### config.mk
export PLATFORM = sky130hd
export DESIGN_NAME = dpg_port_group
export DESIGN_NICKNAME = d
export VERILOG_FILES = /design/src/verilog/dpg_down_counter.v /design/src/verilog/dpg_port_group.v
export VERILOG_INCLUDE_DIRS = /design/src /design/src/verilog
export SDC_FILE = /design/constraint.sdc
export NUM_CORES = 1
export LEC_CHECK = 0
export ABC_AREA = 0
export ABC_CLOCK_PERIOD_IN_PS = 3800
export BUFFER_PORTS_ARGS = -buffer_cell sky130_fd_sc_hd__buf_2
export CAP_MARGIN = 20
export CORE_AREA = 4 4 143 180
export DETAILED_ROUTE_END_ITERATION = 8
export DIE_AREA = 0 0 147 184
export REMOVE_ABC_BUFFERS = 1
export SLEW_MARGIN = 5
export SYNTH_ARGS = -nofsm -noshare
export SYNTH_HDL_FRONTEND = slang
export SYNTH_HIERARCHICAL = 1
export SYNTH_SLANG_ARGS = --single-unit
export TNS_END_PERCENT = 50
### constraint.sdc
create_clock -name ref_clk -period 3.8 [get_ports ref_clk]
set_clock_uncertainty 0.2 [all_clocks]
set_input_delay 0.19 -clock ref_clk [delete_from_list [all_inputs] [get_ports ref_clk]]
set_output_delay 0.19 -clock ref_clk [all_outputs]
set_load 0.05 [all_outputs]
### src/verilog/dpg_map.vh
// Purpose: constants for the digital port group control block
// Assumes: one clock, synchronous inputs
// Notes:   setup code bit order follows the port order of the direction code
`ifndef DPG_MAP_VH
`define DPG_MAP_VH
// setup code bits, 1 = input
`define DPG_DIR_FIRST      3
`define DPG_DIR_SPLIT_HI   2
`define DPG_DIR_SECOND     1
`define DPG_DIR_SPLIT_LO   0
`define DPG_DIR_ALL_IN     4'hf
// port select codes, anything else picks the split port
`define DPG_SEL_FIRST      2'h0
`define DPG_SEL_SECOND     2'h1
// interrupt configuration fields
`define DPG_IRQ1_LSB       0
`define DPG_IRQ2_LSB       2
`define DPG_IRQ_OFF        2'h0
`define DPG_IRQ_MODE1      2'h1
`define DPG_IRQ_MODE2      2'h2
`define DPG_IRQ_MODE3      2'h3
// counter modes
`define DPG_CM_TERMINAL    3'h0
`define DPG_CM_ONESHOT     3'h1
`define DPG_CM_RATE        3'h2
`define DPG_CM_SQUARE      3'h3
`define DPG_CM_SWSTROBE    3'h4
`define DPG_CM_HWSTROBE    3'h5
`endif

### src/verilog/dpg_down_counter.v
// Purpose: 16-bit loadable down counter with six modes
// Assumes: tick is a one-cycle enable
// Notes:   reload modes wrap to the loaded value
`timescale 1ns/1ns
`default_nettype none
`include "dpg_map.vh"
module dpg_down_counter #(
  parameter WIDTH = 16
) (
  // clock and reset
  input  wire             ref_clk,
  input  wire             rst,
  // control
  input  wire             load,
  input  wire [WIDTH-1:0] loadValue,
  input  wire [2:0]       mode,
  input  wire             run,
  input  wire             tick,
  // state
  output reg  [WIDTH-1:0] count_ff,
  output reg              outLevel_ff,
  output reg              pulse_ff
);
  reg [WIDTH-1:0] reload_ff;
  reg [2:0]       mode_ff;
  reg             armed_ff;
  wire            atOne   = (count_ff == {{(WIDTH-1){1'b0}}, 1'b1});
  wire            reloads = (mode_ff == `DPG_CM_RATE) || (mode_ff == `DPG_CM_SQUARE);
  wire            half    = (count_ff == {1'b0, reload_ff[WIDTH-1:1]});

  always @(posedge ref_clk or posedge rst) begin
    if (rst) begin
      count_ff    <= {WIDTH{1'b0}};
      reload_ff   <= {WIDTH{1'b0}};
      mode_ff     <= 3'h0;
      armed_ff    <= 1'b0;
      outLevel_ff <= 1'b0;
      pulse_ff    <= 1'b0;
    end else begin
      pulse_ff <= 1'b0;
      if (load) begin
        count_ff    <= loadValue;
        reload_ff   <= loadValue;
        mode_ff     <= mode;
        armed_ff    <= 1'b1;
        outLevel_ff <= (mode == `DPG_CM_RATE) || (mode == `DPG_CM_SQUARE);
      end else if (run && tick && armed_ff) begin
        if (atOne) begin
          pulse_ff <= 1'b1;
          if (reloads) begin
            count_ff <= reload_ff;
            outLevel_ff <= 1'b1;
          end else begin
            count_ff    <= count_ff - 1'b1;
            armed_ff    <= 1'b0;
            outLevel_ff <= 1'b1;
          end
        end else begin
          count_ff <= count_ff - 1'b1;
          if (mode_ff == `DPG_CM_SQUARE && half)
            outLevel_ff <= 1'b0;
        end
      end
    end
  end
endmodule // dpg_down_counter
`default_nettype wire

### src/verilog/dpg_port_group.v
// Purpose: one group of digital ports with directions, interrupts and counters
// Assumes: host strobes are one-cycle pulses synchronous to ref_clk
// Notes:   software reset touches port directions only
`timescale 1ns/1ns
`default_nettype none
`include "dpg_map.vh"
//==================================================================
// Contract
// - four-bit setup code sets directions of four ports independently
// - interrupt configuration holds two 2-bit mode fields
// - general counter loads count, takes one of six modes, starts counting
// - present general count readable while running without disturbing it
// - stopping freezes general counter and reports held count
// - chained counters, own divisors, started together by host
// - one readable flag per interrupt source, 1 when requested
// - host clear action drops pending interrupt requests
// - software reset returns every port to input
// - software reset leaves all other settings unchanged
// - chained counters set second source request rate in timer mode
// - data bits 7..0 map to port lines 7..0
module dpg_port_group #(
  parameter CW = 16
) (
  // clock and reset
  input  wire          ref_clk,
  input  wire          rst,
  // direction setup
  input  wire          setupWr,
  input  wire [3:0]    setupCode,
  input  wire          softReset,
  output reg  [3:0]    dirIn_ff,
  // port data
  input  wire          portWr,
  input  wire [1:0]    portSel,
  input  wire [7:0]    portWrData,
  output reg  [7:0]    portRdData_ff,
  input  wire [7:0]    firstPortIn,
  input  wire [7:0]    secondPortIn,
  input  wire [7:0]    splitPortIn,
  output reg  [7:0]    firstPortOut_ff,
  output reg  [7:0]    secondPortOut_ff,
  output reg  [7:0]    splitPortOut_ff,
  output wire [7:0]    firstPortOe,
  output wire [7:0]    secondPortOe,
  output wire [7:0]    splitPortOe,
  // interrupts
  input  wire          irqCfgWr,
  input  wire [3:0]    irqCfg,
  input  wire          irqClear,
  input  wire          firstEventIn,
  input  wire          secondEventIn,
  output reg           firstIrqFlag_ff,
  output reg           secondIrqFlag_ff,
  output wire          irqReq,
  // general counter
  input  wire          genLoad,
  input  wire [2:0]    genMode,
  input  wire [CW-1:0] genValue,
  input  wire          genStop,
  input  wire          genTick,
  output wire [CW-1:0] genCount,
  output wire          genOut,
  // chained counters
  input  wire          chainStart,
  input  wire [CW-1:0] chainDivisorLo,
  input  wire [CW-1:0] chainDivisorHi,
  input  wire          chainTick,
  output wire          chainOut
);
  reg  [3:0]    irqCfg_ff;
  reg           genRun_ff;
  reg           firstEvPrev_ff;
  reg           secondEvPrev_ff;
  wire          loPulse;
  wire          hiPulse;
  wire          genPulse;
  wire [1:0]    irq1Mode = irqCfg_ff[`DPG_IRQ1_LSB +: 2];
  wire [1:0]    irq2Mode = irqCfg_ff[`DPG_IRQ2_LSB +: 2];
  reg           irq1Hit;
  reg           irq2Hit;

  // output enable low means driven
  function [7:0] oeOf(input isIn);
    oeOf = {8{isIn}};
  endfunction

  function srcHit(input [1:0] m, input lvl, input prev, input alt);
    case (m)
      `DPG_IRQ_MODE1: srcHit = lvl & ~prev;
      `DPG_IRQ_MODE2: srcHit = ~lvl & prev;
      `DPG_IRQ_MODE3: srcHit = alt;
      default:        srcHit = 1'b0;
    endcase
  endfunction

  //==================================================================
  // directions and data
  assign firstPortOe  = oeOf(dirIn_ff[`DPG_DIR_FIRST]);
  assign secondPortOe = oeOf(dirIn_ff[`DPG_DIR_SECOND]);
  // each nibble of the split port follows its own direction bit
  assign splitPortOe  = {{4{dirIn_ff[`DPG_DIR_SPLIT_HI]}}, {4{dirIn_ff[`DPG_DIR_SPLIT_LO]}}};

  always @(posedge ref_clk or posedge rst) begin
    if (rst) begin
      dirIn_ff         <= `DPG_DIR_ALL_IN;
      firstPortOut_ff  <= 8'h00;
      secondPortOut_ff <= 8'h00;
      splitPortOut_ff  <= 8'h00;
      portRdData_ff    <= 8'h00;
    end else begin
      // soft reset wins; it alters nothing but directions
      if (softReset)
        dirIn_ff <= `DPG_DIR_ALL_IN;
      else if (setupWr)
        dirIn_ff <= setupCode;
      if (portWr) begin
        case (portSel)
          `DPG_SEL_FIRST:  firstPortOut_ff  <= portWrData;
          `DPG_SEL_SECOND: secondPortOut_ff <= portWrData;
          default: splitPortOut_ff  <= portWrData;
        endcase
      end
      // input lines read back live, output lines read the latch
      case (portSel)
        `DPG_SEL_FIRST:  portRdData_ff <= dirIn_ff[`DPG_DIR_FIRST] ? firstPortIn : firstPortOut_ff;
        `DPG_SEL_SECOND: portRdData_ff <= dirIn_ff[`DPG_DIR_SECOND] ? secondPortIn : secondPortOut_ff;
        default: portRdData_ff <= {dirIn_ff[`DPG_DIR_SPLIT_HI] ? splitPortIn[7:4] : splitPortOut_ff[7:4],
                                   dirIn_ff[`DPG_DIR_SPLIT_LO] ? splitPortIn[3:0] : splitPortOut_ff[3:0]};
      endcase
    end
  end

  //==================================================================
  // interrupts
  always @* begin
    irq1Hit = srcHit(irq1Mode, firstEventIn, firstEvPrev_ff, genPulse);
    irq2Hit = srcHit(irq2Mode, secondEventIn, secondEvPrev_ff, hiPulse);
  end

  always @(posedge ref_clk or posedge rst) begin
    if (rst) begin
      irqCfg_ff        <= 4'h0;
      firstEvPrev_ff   <= 1'b0;
      secondEvPrev_ff  <= 1'b0;
      firstIrqFlag_ff  <= 1'b0;
      secondIrqFlag_ff <= 1'b0;
    end else begin
      firstEvPrev_ff  <= firstEventIn;
      secondEvPrev_ff <= secondEventIn;
      if (irqCfgWr)
        irqCfg_ff <= irqCfg;
      // a new request in the clear cycle survives
      if (irq1Hit)
        firstIrqFlag_ff <= 1'b1;
      else if (irqClear)
        firstIrqFlag_ff <= 1'b0;
      if (irq2Hit)
        secondIrqFlag_ff <= 1'b1;
      else if (irqClear)
        secondIrqFlag_ff <= 1'b0;
    end
  end
  assign irqReq = firstIrqFlag_ff | secondIrqFlag_ff;

  //==================================================================
  // general counter
  always @(posedge ref_clk or posedge rst) begin
    if (rst)
      genRun_ff <= 1'b0;
    else if (genLoad)
      genRun_ff <= 1'b1;
    else if (genStop)
      genRun_ff <= 1'b0;
  end

  // count is read straight from the flops, no latch pulse needed
  dpg_down_counter #(.WIDTH(CW)) genCounter (
    .ref_clk     (ref_clk),
    .rst         (rst),
    .load        (genLoad),
    .loadValue   (genValue),
    .mode        (genMode),
    .run         (genRun_ff & ~genStop),
    .tick        (genTick),
    .count_ff    (genCount),
    .outLevel_ff (genOut),
    .pulse_ff    (genPulse)
  );

  //==================================================================
  // chained counters: low stage clocks the high stage
  dpg_down_counter #(.WIDTH(CW)) chainLo (
    .ref_clk     (ref_clk),
    .rst         (rst),
    .load        (chainStart),
    .loadValue   (chainDivisorLo),
    .mode        (`DPG_CM_RATE),
    .run         (1'b1),
    .tick        (chainTick),
    .count_ff    (),
    .outLevel_ff (),
    .pulse_ff    (loPulse)
  );

  dpg_down_counter #(.WIDTH(CW)) chainHi (
    .ref_clk     (ref_clk),
    .rst         (rst),
    .load        (chainStart),
    .loadValue   (chainDivisorHi),
    .mode        (`DPG_CM_RATE),
    .run         (1'b1),
    .tick        (loPulse),
    .count_ff    (),
    .outLevel_ff (chainOut),
    .pulse_ff    (hiPulse)
  );
endmodule // dpg_port_group
`default_nettype wire

==> impl_metrics.env <==
export IMPL_drv_slew=0
export IMPL_drtAntennaViolNets=0
export IMPL_hold_class="input pin to flip-flop"
export IMPL_maxCapViolCount=0
export IMPL_hold_viol_final=0
export IMPL_first_iter_violations=341
export IMPL_num_vias=7482
export IMPL_clock_path_buffers=2
export IMPL_grt_first_pass_wirelength_um=39400
export IMPL_peakVddDrop_mv=0.286
export IMPL_post_cts_resized=0
export IMPL_fin_crit_sh_pct=66.7
export IMPL_vias_per_cell=5.20
export IMPL_clk_pin_slew_ns=0.06
export IMPL_wl_per_cell_um=16.8
export IMPL_grt_util_all_layers_pct=18.0
export IMPL_rows=64
export IMPL_die_w_um=147
export IMPL_drive_above_1_share_pct=30.0
export IMPL_grt_start_max_net_pins=75
export IMPL_slew_limit_headroom_pct=32.7
export IMPL_worstMarginPinSlew_ns=1.01
export IMPL_htreeDepth=4
export IMPL_die_h_um=184
export IMPL_gp_congestion=0.838
export IMPL_cp_required_ns=3.90
export IMPL_first_pass_iters=5
export IMPL_antenna_found_initial=2
export IMPL_cts_sinks=157
export IMPL_cp_max_fo=10
export IMPL_drcViolationCount=0
export IMPL_io_pin_count=188
export IMPL_p_per_area_nw_per_um2=455
export IMPL_finalNetCount=1207
export IMPL_dp_final_hpwl_um=16700
export IMPL_whs_ns=0.0894
export IMPL_synthCells=842
export IMPL_start_util_pct=36.2
export IMPL_critPathArrivalTime_ns=2.64
export IMPL_core_area_sq_um=24100
export IMPL_cts_tree="yes"
export IMPL_numCtsBuffers=17
export IMPL_outcome="finished clean"
export IMPL_finalSetupViolations=0
export IMPL_rsz0062_at_grt="false"
export IMPL_io_buffers=187
export IMPL_syn_area_per_cell_sq_um=10.4
export IMPL_fin_crit_ns=2.54
export IMPL_dieArea_sq_um=27000
export IMPL_wl_um=24200
export IMPL_grt_overflow=0
export IMPL_synthToLayoutAreaGrowth_pct=30.6
export IMPL_clock_fmax_mhz=394
export IMPL_grt_pass1_vias=7511
export IMPL_tns_ns=0
export IMPL_critical_path_class="flip-flop to flip-flop"
export IMPL_synth_warnings=6
export IMPL_p_leak_uw=0.00497
export IMPL_root_buffer="clkbuf_16"
export IMPL_end_kind="flip-flop"
export IMPL_cp_start_kind="flip-flop"
export IMPL_clock_latency_ns=0.44
export IMPL_synth_area_sq_um=8730
-- flip-flops by register name, summed over array words and instances (netlist names), 2 cells and up --
signal / cells
chainHi/count_ff: 16
chainHi/reload_ff: 16
chainLo/count_ff: 16
chainLo/reload_ff: 16
genCounter/count_ff: 16
genCounter/reload_ff: 16
firstPortOut_ff: 8
portRdData_ff: 8
secondPortOut_ff: 8
splitPortOut_ff: 8
dirIn_ff: 4
irqCfg_ff: 4
chainHi/mode_ff: 3
genCounter/mode_ff: 3
chainLo/mode_ff: 2
-- report_power, final --
part / total [uW] / switching, uW / internal [uW] / leakage, uW
registers: 2090 / 236 / 1860 / 0.00187
clock network: 1870 / 728 / 1140 / 0.000310
logic: 1240 / 765 / 470 / 0.00279
-- repair_timing --
item                      in CTS  in global routing
hold buffers                  97                  0
setup buffers                  0                  0
hold endpoints to repair     298                  0
-- cells in the final DEF, fill, tap and decap left out, types with 7 or more instances in the layout --
| cell type | instances |
|---|---|
| a21oi_1 | 24 |
| conb_1 | 11 |
| o31a_1 | 7 |
| nor4_1 | 10 |
| inv_1 | 42 |
| nor3_1 | 22 |
| nand2_1 | 51 |
| buf_4 | 9 |
| xor2_1 | 26 |
| xnor2_1 | 16 |
| a22o_1 | 16 |
| o211ai_1 | 9 |
| mux2i_1 | 14 |
| nor2b_1 | 8 |
| buf_2 | 186 |
| a221o_1 | 10 |
| nand3_1 | 23 |
| nand4_1 | 11 |
| a22oi_1 | 12 |
| nor2_1 | 40 |
| clkbuf_16 | 17 |
| mux2_2 | 73 |
| nand2b_1 | 10 |
| o21ai_0 | 63 |
| a31oi_1 | 21 |
| dfrtp_1 | 153 |
| dlygate4sd3_1 | 97 |
-- final cells by class --
cell class,instances,area (sq um)
multi-input combinational,582,4260
fill,2249,12700
antenna,2,5.00
tap,330,413
clock buffer,19,453
inverter,43,161
timing repair buffer,293,1990
sequential,157,3930
clock inverter,13,185
-- critical path: stages, from the launching register on --
cell and delay, ns:
dfrtp_1 0.44, inv_1 0.10, ha_1 0.17, nor4bb_1 0.45
nand2_2 0.24, or2_1 0.44, o31ai_4 0.27, a22oi_1 0.11
-- worst paths after layout --
kind / end / slack, ns / from / cells past startpoint
setup reg to reg: chainHi/count_ff[2] / 1.26 / chainHi/count_ff[1] / 7
min in group asynchronous: genRun_ff / 0.11 / rst / 3
max in group asynchronous: dirIn_ff[1] / 2.73 / rst / 4
setup / recovery: chainHi/count_ff[2] / 1.26 / chainHi/count_ff[1] / 7
hold / removal: secondPortOut_ff[5] / 0.09 / portWr / 3
hold reg to reg: chainLo/reload_ff[8] / 0.31 / chainLo/reload_ff[8] / 1
-- through the flow --
step	cell area [sq um]	setup slack [ns]	util, %	power [uW]	instances
after global routing	11400	1.06	47.3	5440	1439
after detailed placement	9770	1.30	40.5	3270	1307
after global placement	9770	1.38	40.5	3260	1307
final	11400	1.26	47.3	5190	1439
after CTS	11400	1.27	47.2	5250	1436
after floorplan	8360	0.609	-	2900	782
-- per-layer routing --
layer  vias up  wire, um  GRT usage, %
met3        36      1220          3.97
met1      3657     10500          22.8
met2       222     12000          30.6
met4         0       510          6.04
met5         -         0             0
li1       3567         -             -
No activity file was read; power rests on OpenSTA's default activity.
